<file path="src/core/sad_pkg.sv">
// package: constants and types for the storage addressing datapath slice
package sad_pkg;
	// data, byte and sign extension source widths
	localparam int unsigned DATA_W    = 16;
	localparam int unsigned BYTE_W    = 8;
	localparam int unsigned SEXT_FROM = 8;
	// register offsets on the register port
	localparam logic [7:0] REG_LSR = 8'h00;
	localparam logic [7:0] REG_PSW = 8'h04;
	localparam logic [7:0] REG_SAR = 8'h08;
	localparam logic [7:0] REG_CFG = 8'h0c;
	// level status register indicators, bit 0 is the leftmost bit
	localparam int unsigned LSR_EVEN  = 15;
	localparam int unsigned LSR_CARRY = 14;
	localparam int unsigned LSR_OVF   = 13;
	localparam int unsigned LSR_NEG   = 12;
	localparam int unsigned LSR_ZERO  = 11;
	localparam logic [15:0] LSR_MASK  = 16'hf800;
	localparam logic [15:0] LSR_RESET = 16'h0000;
	// processor status word: specification check and storage parity
	localparam int unsigned PSW_SPEC  = 14;
	localparam int unsigned PSW_PAR   = 13;
	localparam logic [15:0] PSW_MASK  = 16'h6000;
	localparam logic [15:0] PSW_RESET = 16'h0000;
	// configuration: parity checking enable
	localparam int unsigned CFG_PAR_EN = 0;
	localparam logic [15:0] CFG_MASK   = 16'h0001;
	localparam logic [15:0] CFG_RESET  = 16'h0001;
	// index of the last byte of each operand size
	localparam logic [1:0] LAST_BYTE = 2'h0;
	localparam logic [1:0] LAST_WORD = 2'h1;
	localparam logic [1:0] LAST_DBL  = 2'h3;
	localparam logic [15:0] ADDR_STEP = 16'h0001;
	// datapath operations
	typedef enum logic [4:0] {
		SAD_OP_ADD, SAD_OP_SUB, SAD_OP_AND, SAD_OP_OR, SAD_OP_XOR,
		SAD_OP_MOVE, SAD_OP_CMPL, SAD_OP_SEXT, SAD_OP_ADDR, SAD_OP_BRAN,
		SAD_OP_LDB, SAD_OP_LDW, SAD_OP_LDD, SAD_OP_STB, SAD_OP_STW,
		SAD_OP_STD, SAD_OP_BTST
	} sad_op_t;
	// alu functions
	typedef enum logic [2:0] {
		SAD_ALU_ADD, SAD_ALU_SUB, SAD_ALU_AND, SAD_ALU_OR,
		SAD_ALU_XOR, SAD_ALU_PASS, SAD_ALU_NEG, SAD_ALU_SEXT
	} sad_alu_t;
	// sequencer states
	typedef enum logic [1:0] {
		SAD_ST_IDLE, SAD_ST_ISSUE, SAD_ST_CAPT
	} sad_state_t;
endpackage

</file>
<file path="src/core/sad_alu.sv">
// file: combinational arithmetic and logic unit with indicator outputs
`timescale 1ns/10ps
module sad_alu #(
	parameter int unsigned WIDTH = sad_pkg::DATA_W
) (
	// function and operands
	input  wire sad_pkg::sad_alu_t i_func,
	input  wire logic [WIDTH-1:0]  i_a,
	input  wire logic [WIDTH-1:0]  i_b,
	// result and indicators
	output logic [WIDTH-1:0]       o_y,
	output logic                   o_carry,
	output logic                   o_ovf,
	output logic                   o_even,
	output logic                   o_neg,
	output logic                   o_zero
);
	localparam logic [WIDTH-1:0] MIN_NEG = {1'b1, {(WIDTH-1){1'b0}}};
	logic [WIDTH:0] sum;

	if (WIDTH <= sad_pkg::SEXT_FROM)
		$error("alu width must exceed the sign extension source");

	always_comb
	begin
		sum     = '0;
		o_y     = '0;
		o_carry = 1'b0;
		o_ovf   = 1'b0;
		case (i_func)
			sad_pkg::SAD_ALU_ADD:
			begin
				sum     = {1'b0, i_a} + {1'b0, i_b};
				o_y     = sum[WIDTH-1:0];
				o_carry = sum[WIDTH];
				o_ovf   = (i_a[WIDTH-1] == i_b[WIDTH-1]) && (o_y[WIDTH-1] != i_a[WIDTH-1]);
			end
			sad_pkg::SAD_ALU_SUB:
			begin
				// carry here means borrow, the unsigned overflow of a subtract
				sum     = {1'b0, i_a} - {1'b0, i_b};
				o_y     = sum[WIDTH-1:0];
				o_carry = sum[WIDTH];
				o_ovf   = (i_a[WIDTH-1] != i_b[WIDTH-1]) && (o_y[WIDTH-1] != i_a[WIDTH-1]);
			end
			sad_pkg::SAD_ALU_AND:  o_y = i_a & i_b;
			sad_pkg::SAD_ALU_OR:   o_y = i_a | i_b;
			sad_pkg::SAD_ALU_XOR:  o_y = i_a ^ i_b;
			sad_pkg::SAD_ALU_PASS: o_y = i_a;
			sad_pkg::SAD_ALU_NEG:
			begin
				o_y   = WIDTH'(~i_a + 1'b1);
				o_ovf = (i_a == MIN_NEG);
			end
			sad_pkg::SAD_ALU_SEXT:
				o_y = {{(WIDTH-sad_pkg::SEXT_FROM){i_a[sad_pkg::SEXT_FROM-1]}},
					i_a[sad_pkg::SEXT_FROM-1:0]};
			default: o_y = '0;
		endcase
		o_even = ~o_y[0];
		o_neg  = o_y[WIDTH-1];
		o_zero = (o_y == '0);
	end
endmodule // sad_alu

</file>
<file path="src/core/sad_core.sv">
// file: storage addressing, alignment checking and alu datapath slice
//
// Local design decisions: the address map and the plain strobed port.
`timescale 1ns/10ps
// Function
// - odd byte parity; even parity is machine check
// - bit 0 is leftmost, continues next byte
// - word two bytes, doubleword four, even start
// - 16-bit unsigned byte address from zero
// - addresses wrap modulo 65536
// - word and doubleword addresses must be even
// - operand address selects most significant byte
// - bit operand: byte address plus displacement
// - word displacement base register must be even
// - branch targets must be even
// - misalignment ends instruction, sets specification check
// - alu adds, subtracts, ands, ors, xors
// - alu also forms operand and branch addresses
// - add and subtract have no signed mode
// - two's complement, high bit is sign
// - widening copies the sign bit
// - add and subtract update carry and overflow
// - indicators sit in status bits 0-4
// - carry flags unsigned overflow
// - even, negative, zero follow last result; LDD, BTST, stores, ADDR and BRAN leave them as they were
// - complementing most negative sets overflow
module sad_core (
	// clock and reset
	input  wire logic             i_clock,
	input  wire logic             i_nrst,
	// register port
	input  wire logic [7:0]       i_reg_addr,
	input  wire logic [15:0]      i_reg_wdata,
	input  wire logic             i_reg_wr,
	input  wire logic             i_reg_rd,
	output logic [15:0]           o_reg_rdata,
	// operation request and answer
	input  wire logic             i_op_start,
	input  wire sad_pkg::sad_op_t i_op_code,
	input  wire logic [15:0]      i_opa,
	input  wire logic [15:0]      i_opb,
	input  wire logic [31:0]      i_op_wdata,
	input  wire logic [2:0]       i_bit_disp,
	output logic                  o_op_busy,
	output logic                  o_op_done,
	output logic                  o_op_spec_check,
	output logic [31:0]           o_op_result,
	// main storage, one byte plus parity per cycle
	output logic [15:0]           o_mem_addr,
	output logic [8:0]            o_mem_wdata,
	output logic                  o_mem_wr,
	output logic                  o_mem_rd,
	input  wire logic [8:0]       i_mem_rdata
);
	sad_pkg::sad_state_t state_reg;
	sad_pkg::sad_op_t    op_reg;
	sad_pkg::sad_alu_t   alu_func;
	logic [15:0]         alu_a;
	logic [15:0]         alu_b;
	logic [15:0]         alu_y;
	logic                alu_c;
	logic                alu_v;
	logic                alu_e;
	logic                alu_n;
	logic                alu_z;
	logic [15:0]         lsr_reg;
	logic [15:0]         lsr_next;
	logic [15:0]         psw_reg;
	logic [15:0]         cfg_reg;
	logic [15:0]         addr_reg;
	logic [15:0]         rdata_reg;
	logic [31:0]         acc_reg;
	logic [31:0]         acc_next;
	logic [31:0]         sreg_reg;
	logic [31:0]         st_align;
	logic [31:0]         res_reg;
	logic [8:0]          wdata_reg;
	logic [1:0]          idx_reg;
	logic [1:0]          last_reg;
	logic [1:0]          nb;
	logic [2:0]          bit_reg;
	logic [7:0]          rbyte;
	logic                rd_reg;
	logic                wr_reg;
	logic                done_reg;
	logic                spec_reg;
	logic                busy_reg;
	logic                store_reg;
	logic                accept;
	logic                is_mem;
	logic                is_store;
	logic                spec_now;
	logic                capt;
	logic                par_err;
	logic                final_byte;
	logic                issue_first;
	logic                issue_next;
	logic                imm_done;
	logic                ea_odd;

	assign accept      = (state_reg == sad_pkg::SAD_ST_IDLE) && i_op_start;
	assign capt        = (state_reg == sad_pkg::SAD_ST_CAPT);
	assign rbyte       = i_mem_rdata[7:0];
	assign par_err     = capt && !store_reg && cfg_reg[sad_pkg::CFG_PAR_EN] && !(^i_mem_rdata);
	assign final_byte  = (idx_reg == last_reg) || par_err;
	assign issue_first = accept && is_mem && !spec_now;
	assign issue_next  = capt && !final_byte;
	assign imm_done    = accept && (spec_now || !is_mem);
	assign acc_next    = {acc_reg[23:0], rbyte};
	// low bit of opa+opb taken apart from the alu so the check forms no loop
	assign ea_odd      = i_opa[0] ^ i_opb[0];

	// operand mapping onto the alu; storage and branch ops use it for addresses
	always_comb
	begin
		alu_a    = i_opa;
		alu_b    = i_opb;
		alu_func = sad_pkg::SAD_ALU_ADD;
		// every code past branch touches storage
		is_mem   = (i_op_code > sad_pkg::SAD_OP_BRAN);
		is_store = 1'b0;
		nb       = sad_pkg::LAST_BYTE;
		spec_now = 1'b0;
		st_align = '0;
		case (i_op_code)
			sad_pkg::SAD_OP_SUB:  alu_func = sad_pkg::SAD_ALU_SUB;
			sad_pkg::SAD_OP_AND:  alu_func = sad_pkg::SAD_ALU_AND;
			sad_pkg::SAD_OP_OR:   alu_func = sad_pkg::SAD_ALU_OR;
			sad_pkg::SAD_OP_XOR:  alu_func = sad_pkg::SAD_ALU_XOR;
			sad_pkg::SAD_OP_MOVE: alu_func = sad_pkg::SAD_ALU_PASS;
			sad_pkg::SAD_OP_CMPL: alu_func = sad_pkg::SAD_ALU_NEG;
			sad_pkg::SAD_OP_SEXT: alu_func = sad_pkg::SAD_ALU_SEXT;
			sad_pkg::SAD_OP_ADDR:
			begin
				alu_b    = {i_opb[14:0], 1'b0};
				spec_now = i_opa[0];
			end
			sad_pkg::SAD_OP_BRAN: spec_now = ea_odd;
			sad_pkg::SAD_OP_LDW:
			begin
				nb       = sad_pkg::LAST_WORD;
				spec_now = ea_odd;
			end
			sad_pkg::SAD_OP_LDD:
			begin
				nb       = sad_pkg::LAST_DBL;
				spec_now = ea_odd;
			end
			sad_pkg::SAD_OP_STB:
			begin
				is_store = 1'b1;
				st_align = {i_op_wdata[7:0], 24'h00_0000};
			end
			sad_pkg::SAD_OP_STW:
			begin
				is_store = 1'b1;
				nb       = sad_pkg::LAST_WORD;
				spec_now = ea_odd;
				st_align = {i_op_wdata[15:0], 16'h0000};
			end
			sad_pkg::SAD_OP_STD:
			begin
				is_store = 1'b1;
				nb       = sad_pkg::LAST_DBL;
				spec_now = ea_odd;
				st_align = i_op_wdata;
			end
			default: alu_func = sad_pkg::SAD_ALU_ADD;
		endcase
	end

	sad_alu #(
		.WIDTH (sad_pkg::DATA_W)
	) u_alu (
		.i_func  (alu_func),
		.i_a     (alu_a),
		.i_b     (alu_b),
		.o_y     (alu_y),
		.o_carry (alu_c),
		.o_ovf   (alu_v),
		.o_even  (alu_e),
		.o_neg   (alu_n),
		.o_zero  (alu_z)
	);

	// indicator update for immediate operations
	always_comb
	begin
		lsr_next = lsr_reg;
		case (i_op_code)
			sad_pkg::SAD_OP_ADD, sad_pkg::SAD_OP_SUB:
			begin
				lsr_next[sad_pkg::LSR_CARRY] = alu_c;
				lsr_next[sad_pkg::LSR_OVF]   = alu_v;
			end
			sad_pkg::SAD_OP_CMPL: lsr_next[sad_pkg::LSR_OVF] = alu_v;
			default: lsr_next[sad_pkg::LSR_OVF] = lsr_reg[sad_pkg::LSR_OVF];
		endcase
		if (i_op_code <= sad_pkg::SAD_OP_SEXT)
		begin
			lsr_next[sad_pkg::LSR_EVEN] = alu_e;
			lsr_next[sad_pkg::LSR_NEG]  = alu_n;
			lsr_next[sad_pkg::LSR_ZERO] = alu_z;
		end
	end

	// sequencer: two cycles per byte, issue then capture
	always_ff @(posedge i_clock)
	begin
		if (!i_nrst)
			state_reg <= sad_pkg::SAD_ST_IDLE;
		else
			case (state_reg)
				sad_pkg::SAD_ST_IDLE:
					if (issue_first)
						state_reg <= sad_pkg::SAD_ST_ISSUE;
				sad_pkg::SAD_ST_ISSUE: state_reg <= sad_pkg::SAD_ST_CAPT;
				sad_pkg::SAD_ST_CAPT:
					state_reg <= final_byte ? sad_pkg::SAD_ST_IDLE : sad_pkg::SAD_ST_ISSUE;
				default: state_reg <= sad_pkg::SAD_ST_IDLE;
			endcase
	end

	// operand context held for the storage sequence
	always_ff @(posedge i_clock)
	begin
		if (!i_nrst)
		begin
			op_reg    <= sad_pkg::SAD_OP_ADD;
			store_reg <= 1'b0;
			last_reg  <= sad_pkg::LAST_BYTE;
			bit_reg   <= '0;
			idx_reg   <= sad_pkg::LAST_BYTE;
			acc_reg   <= '0;
		end
		else if (issue_first)
		begin
			op_reg    <= i_op_code;
			store_reg <= is_store;
			last_reg  <= nb;
			bit_reg   <= i_bit_disp;
			idx_reg   <= sad_pkg::LAST_BYTE;
			acc_reg   <= '0;
		end
		else if (capt)
		begin
			acc_reg <= acc_next;
			idx_reg <= idx_reg + 2'h1;
		end
	end

	// storage strobes, address and write byte
	always_ff @(posedge i_clock)
	begin
		if (!i_nrst)
		begin
			rd_reg    <= 1'b0;
			wr_reg    <= 1'b0;
			addr_reg  <= '0;
			wdata_reg <= '0;
			sreg_reg  <= '0;
		end
		else
		begin
			rd_reg <= (issue_first && !is_store) || (issue_next && !store_reg);
			wr_reg <= (issue_first && is_store) || (issue_next && store_reg);
			if (issue_first)
			begin
				addr_reg  <= alu_y;
				wdata_reg <= {~^st_align[31:24], st_align[31:24]};
				sreg_reg  <= {st_align[23:0], 8'h00};
			end
			else if (issue_next)
			begin
				addr_reg  <= addr_reg + sad_pkg::ADDR_STEP;
				wdata_reg <= {~^sreg_reg[31:24], sreg_reg[31:24]};
				sreg_reg  <= {sreg_reg[23:0], 8'h00};
			end
		end
	end

	// answer to the requester
	always_ff @(posedge i_clock)
	begin
		if (!i_nrst)
		begin
			done_reg <= 1'b0;
			spec_reg <= 1'b0;
			busy_reg <= 1'b0;
			res_reg  <= '0;
		end
		else
		begin
			done_reg <= imm_done || (capt && final_byte);
			spec_reg <= accept && spec_now;
			busy_reg <= issue_first || issue_next || (state_reg == sad_pkg::SAD_ST_ISSUE);
			if (imm_done)
				res_reg <= spec_now ? '0 : {16'h0000, alu_y};
			else if (capt && final_byte)
				if (op_reg == sad_pkg::SAD_OP_BTST)
					res_reg <= {31'h0000_0000, rbyte[3'(sad_pkg::BYTE_W-1) - bit_reg]};
				else if (store_reg)
					res_reg <= '0;
				else
					res_reg <= acc_next;
		end
	end

	// level status register; hardware update wins over a software write
	always_ff @(posedge i_clock)
	begin
		if (!i_nrst)
			lsr_reg <= sad_pkg::LSR_RESET;
		else if (imm_done && !spec_now)
			lsr_reg <= lsr_next;
		else if (capt && final_byte && !par_err && !store_reg && op_reg != sad_pkg::SAD_OP_LDD
			&& op_reg != sad_pkg::SAD_OP_BTST)
		begin
			lsr_reg[sad_pkg::LSR_EVEN] <= ~acc_next[0];
			lsr_reg[sad_pkg::LSR_NEG]  <= acc_next[15];
			lsr_reg[sad_pkg::LSR_ZERO] <= (acc_next[15:0] == 16'h0000);
		end
		else if (i_reg_wr && i_reg_addr == sad_pkg::REG_LSR)
			lsr_reg <= i_reg_wdata & sad_pkg::LSR_MASK;
	end

	// status word: write one to clear, a new event wins over the clear
	always_ff @(posedge i_clock)
	begin
		if (!i_nrst)
			psw_reg <= sad_pkg::PSW_RESET;
		else
		begin
			psw_reg <= (psw_reg & ~((i_reg_wr && i_reg_addr == sad_pkg::REG_PSW) ?
				i_reg_wdata : 16'h0000)) & sad_pkg::PSW_MASK;
			if (accept && spec_now)
				psw_reg[sad_pkg::PSW_SPEC] <= 1'b1;
			if (par_err)
				psw_reg[sad_pkg::PSW_PAR] <= 1'b1;
		end
	end

	// configuration and register read port
	always_ff @(posedge i_clock)
	begin
		if (!i_nrst)
		begin
			cfg_reg   <= sad_pkg::CFG_RESET;
			rdata_reg <= '0;
		end
		else
		begin
			if (i_reg_wr && i_reg_addr == sad_pkg::REG_CFG)
				cfg_reg <= i_reg_wdata & sad_pkg::CFG_MASK;
			rdata_reg <= '0;
			if (i_reg_rd)
				case (i_reg_addr)
					sad_pkg::REG_LSR: rdata_reg <= lsr_reg;
					sad_pkg::REG_PSW: rdata_reg <= psw_reg;
					sad_pkg::REG_SAR: rdata_reg <= addr_reg;
					sad_pkg::REG_CFG: rdata_reg <= cfg_reg;
					default:          rdata_reg <= '0;
				endcase
		end
	end

	assign o_reg_rdata     = rdata_reg;
	assign o_op_busy       = busy_reg;
	assign o_op_done       = done_reg;
	assign o_op_spec_check = spec_reg;
	assign o_op_result     = res_reg;
	assign o_mem_addr      = addr_reg;
	assign o_mem_wdata     = wdata_reg;
	assign o_mem_wr        = wr_reg;
	assign o_mem_rd        = rd_reg;
endmodule // sad_core

</file>
<file path="config.mk">
export PLATFORM = sky130hd
export DESIGN_NAME = sad_core
export DESIGN_NICKNAME = d
export VERILOG_FILES = /design/src/core/sad_pkg.sv /design/src/core/sad_alu.sv /design/src/core/sad_core.sv
export SDC_FILE = /design/constraint.sdc
export NUM_CORES = 1
export LEC_CHECK = 0
export BUFFER_PORTS_ARGS = -buffer_cell sky130_fd_sc_hd__buf_2
export CORE_MARGIN = 5
export CORE_UTILIZATION = 57
export CTS_CLUSTER_DIAMETER = 80
export DETAILED_ROUTE_END_ITERATION = 7
export GPL_TIMING_DRIVEN = 0
export PLACE_DENSITY = 0.82
export SYNTH_ARGS = -nofsm -noshare
export SYNTH_HDL_FRONTEND = slang
export SYNTH_SLANG_ARGS = --single-unit
</file>
<file path="constraint.sdc">
create_clock -name i_clock -period 7.4 [get_ports i_clock]
set_input_delay 1.85 -clock i_clock [delete_from_list [all_inputs] [get_ports i_clock]]
set_output_delay 1.85 -clock i_clock [all_outputs]
set_load 0.05 [all_outputs]
</file>
==> summary.txt <==
Outcome
  • Status: finished clean

Detailed routing
  • WL/cell: 21.6 microns
  • Antenna-violating nets left: 0
  • Post-Route WL: 37500 microns
  • Via-per-instance ratio: 6.38
  • 1st-iter DRT viols: 1035
  • DR WL met2: 16800 microns
  • Initial DRT Pass Iterations: 6
  • Met3 WL: 3930 microns
  • Post-route DRC: 0
  • M1 WL: 14900 microns
  • Highest metal used: met4
  • Vias post-DR: 11100

Logic synthesis
  • Mapped Cells: 1304
  • Synth unique cells: 92
  • Async S/R FF share, synth: 0%
  • Synth warnings: 0
  • Post-synthesis simple-gate area fraction: 23.9%
  • Top FF cell, synth: dfxtp_1
  • Complex-gate fraction of the synthesized area: 24.2%
  • EDFF count, synth: 0
  • Syn_nets: 1470
  • Mux contribution to synthesized area: 5.70%
  • Cell Area, Synth: 10100 sq um
  • Post-Synth XOR/XNOR Area: 3.85%
  • Syn avg cell area: 7.77 sq um
  • Synth Register Bits: 149
  • Adder-Cell Fraction of Synth Area: 7.06%
  • Largest family of logic cells by synthesized area: compound AO/OA/AOI/OAI gates
  • Post-synthesis sequential area ratio: 29.4%

Clocking
  • TritonCTS clock tree: done
  • Quantity of hold-fixing buffers added after cts: 0
  • H-Tree Depth: 4
  • Clk slew on worst S/H paths: 0.07 ns
  • Clock buffer depth: 2
  • Root buffer cell: clkbuf_16
  • CTS Buf Count: 17
  • Skew-Pair Late Insertion Delay: 0.43 ns
  • Post-CTS setup repair buffer count: 0
  • Sink count of the clock tree: 149
  • Post-CTS Resized: 0

Critical path
  • Critical path arrival: 7.45 ns
  • CP Max Fanout: 10
  • Crit path launch type: primary input
  • Cell Chain, Critical Path: buf_2, buf_2, buf_2, nor3_1, nand2_1, clkbuf_1, and2_1, ha_1, fa_1, o21ba_2, o41ai_1, o21ai_1, a211oi_1, mux2_2, nor4_2, and2_1, nand4_1, o31ai_2
  • Critical path type: primary input to flip-flop
  • Crit end category: flip-flop
  • Data required, critical path: 7.74 ns
  • Worst path most repeated cell: buf_2
  • Crit path buffers/inverters: 4
  • Worst path top cell family by delay: simple AND/OR/NAND/NOR gates
  • Crit path max-delay cell type: o41ai_1
  • CP peak stage delay: 0.57 ns

STA
  • # setup viols final: 0
  • Max Slew Vio Count: 0
  • Min cycle time layout: 7.11 ns
  • Final-report hold violation count: 0
  • Slew HR: 19.4%
  • Setup ws final: 0.287 ns
  • RSZ-0062 raised after global routing: no
  • Actual slew at the worst max-slew pin: 1.19 ns
  • Clock skew: 0.0149 ns
  • Final Cycle Share: 96.1%
  • Fmax: 141 MHz

Global routing
  • Antenna violations before repair: 0
  • Maximum number of pins on one net before global-route repair: 18
  • Vias in the first global route: 10500
  • Grt ovf: 0
  • Total track usage: 35.8%
  • First-pass GRT wire length: 57500 microns

Floorplan
  • Core area: 17400 sq um
  • Cell Rows: 48
  • I/O pins: 188
  • Die ar.: 20600 sq um
  • Starting Density: 58.4%
  • Die width: 143 microns
  • DIE HEIGHT: 143 microns

Flow run
  • Max-Cap Viols: 0

Placed design
  • Number of port buffers: 175
  • Placer Congestion: 1.00
  • Pre-CTS WS: -0.105 ns
  • Detailed placement HPWL: 29300 microns

Hold path
  • Hold crit path type: flip-flop to flip-flop

Power and ir drop
  • Leakage: 4.99 nW
  • PnR Total Power: 2.37 mW
  • Power Dens Cells: 199 nW/um^2
  • Peak supply drop: 0.000170 V

Final layout
  • Post-layout util: 68.6%
  • Antenna diodes: 0
  • Share of cells above drive strength 1: 18.7%
  • NumNets Final: 1664
  • Max reg flops: 32
  • Area growth, synth to finish: 17.5%
-- logic make-up (layout without fill, tap and decap cells) --
family / after synthesis / in the layout
AO/OA/AOI/OAI: 345 / 345
XOR/XNOR: 43 / 43
adder cells (fa/ha/maj): 56 / 56
buffers and inverters: 150 / 357
flip-flops: 149 / 149
multiplexers: 52 / 52
AND/OR/NAND/NOR: 509 / 509
-- layer usage --
layer	up-vias	track usage (%)
met1	5171	46.9
li1	5111	-
met5	-	0
met4	0	16.4
met2	658	56.9
met3	132	7.49
-- cell usage in the layout, fill, tap and decap left out, drive strengths merged, types with 7 or more instances in the layout --
master	n
nand2	170
a311oi	16
a31oi	12
a222oi	7
xor2	14
a221oi	12
o22ai	17
or3	7
nand3	56
a22o	16
inv	73
nor2b	15
o21ai	48
a21oi	85
dfxtp	149
nor4	8
and2	17
xnor2	28
buf	199
o211ai	13
a22oi	14
nor3	36
a211oi	23
clkbuf	77
ha	54
nand2b	13
mux2i	24
and3	15
nor2	135
mux2	26
-- worst register-to-register path, stage by stage, from the launching register on --
cell      delay, ns
dfxtp_1        0.35
nor3b_1        0.69
o311a_1        0.45
nor4_1         0.13
or3_1          0.37
buf_2          0.17
o2111a_1       0.23
nor4b_2        0.16
nand4_1        0.14
o31ai_2        0.06
-- final cells by class --
| type | count | area, sq um |
|---|---|---|
| clock inverters | 15 | 180 |
| repair buffers | 175 | 876 |
| plain buffers | 84 | 350 |
| multi-input cells | 1005 | 6560 |
| inverters | 66 | 248 |
| well taps | 225 | 282 |
| fillers | 1448 | 5450 |
| clock buffers | 17 | 425 |
| flip-flops and latches | 149 | 2980 |
-- through the flow --
| step | instances | TNS (ns) | instance area, sq um | hold WS (ns) |
|---|---|---|---|---|
| floorplan | 1304 | 0 | 10100 | 0.434 |
| global placement | 1704 | -0.128 | 11300 | 0.436 |
| detailed placement | 1704 | -0.105 | 11300 | 0.443 |
| CTS | 1736 | 0 | 11900 | 0.451 |
| global route | 1736 | 0 | 11900 | 0.474 |
| finish | 1736 | 0 | 11900 | 0.449 |
-- cell usage after synthesis (all sizes together), types with 23 or more instances --
| library cell | n | share of area, % |
|---|---|---|
| nand2 | 170 | 6.3 |
| dfxtp | 149 | 29 |
| nor2 | 135 | 5.1 |
| a21oi | 85 | 4.2 |
| inv | 65 | 2.4 |
| clkbuf | 60 | 2.2 |
| nand3 | 56 | 2.8 |
| ha | 54 | 6.7 |
| o21ai | 48 | 2.4 |
| nor3 | 36 | 1.8 |
| xnor2 | 28 | 2.4 |
| mux2 | 26 | 2.9 |
| buf | 24 | 1.2 |
| mux2i | 24 | 2.4 |
| a211oi | 23 | 1.9 |
-- power breakdown --
part	switching [mW]	total [mW]	internal [mW]
clock network	0.404	0.889	0.485
registers	0.0283	0.860	0.831
logic	0.417	0.617	0.201
total	0.848	2.37	1.52
-- final timing paths --
path	startpoint	end	slack, ns	depth (start not counted)
max	i_op_code[1]	lsr_reg[11]	0.29	18
min	o_op_result[16]	o_op_result[16]	0.45	2
max reg2reg	state_reg[1]	lsr_reg[11]	4.52	9
min reg2reg	o_op_result[16]	o_op_result[16]	0.45	2
Note: power is estimated with default switching activity, not from simulation.
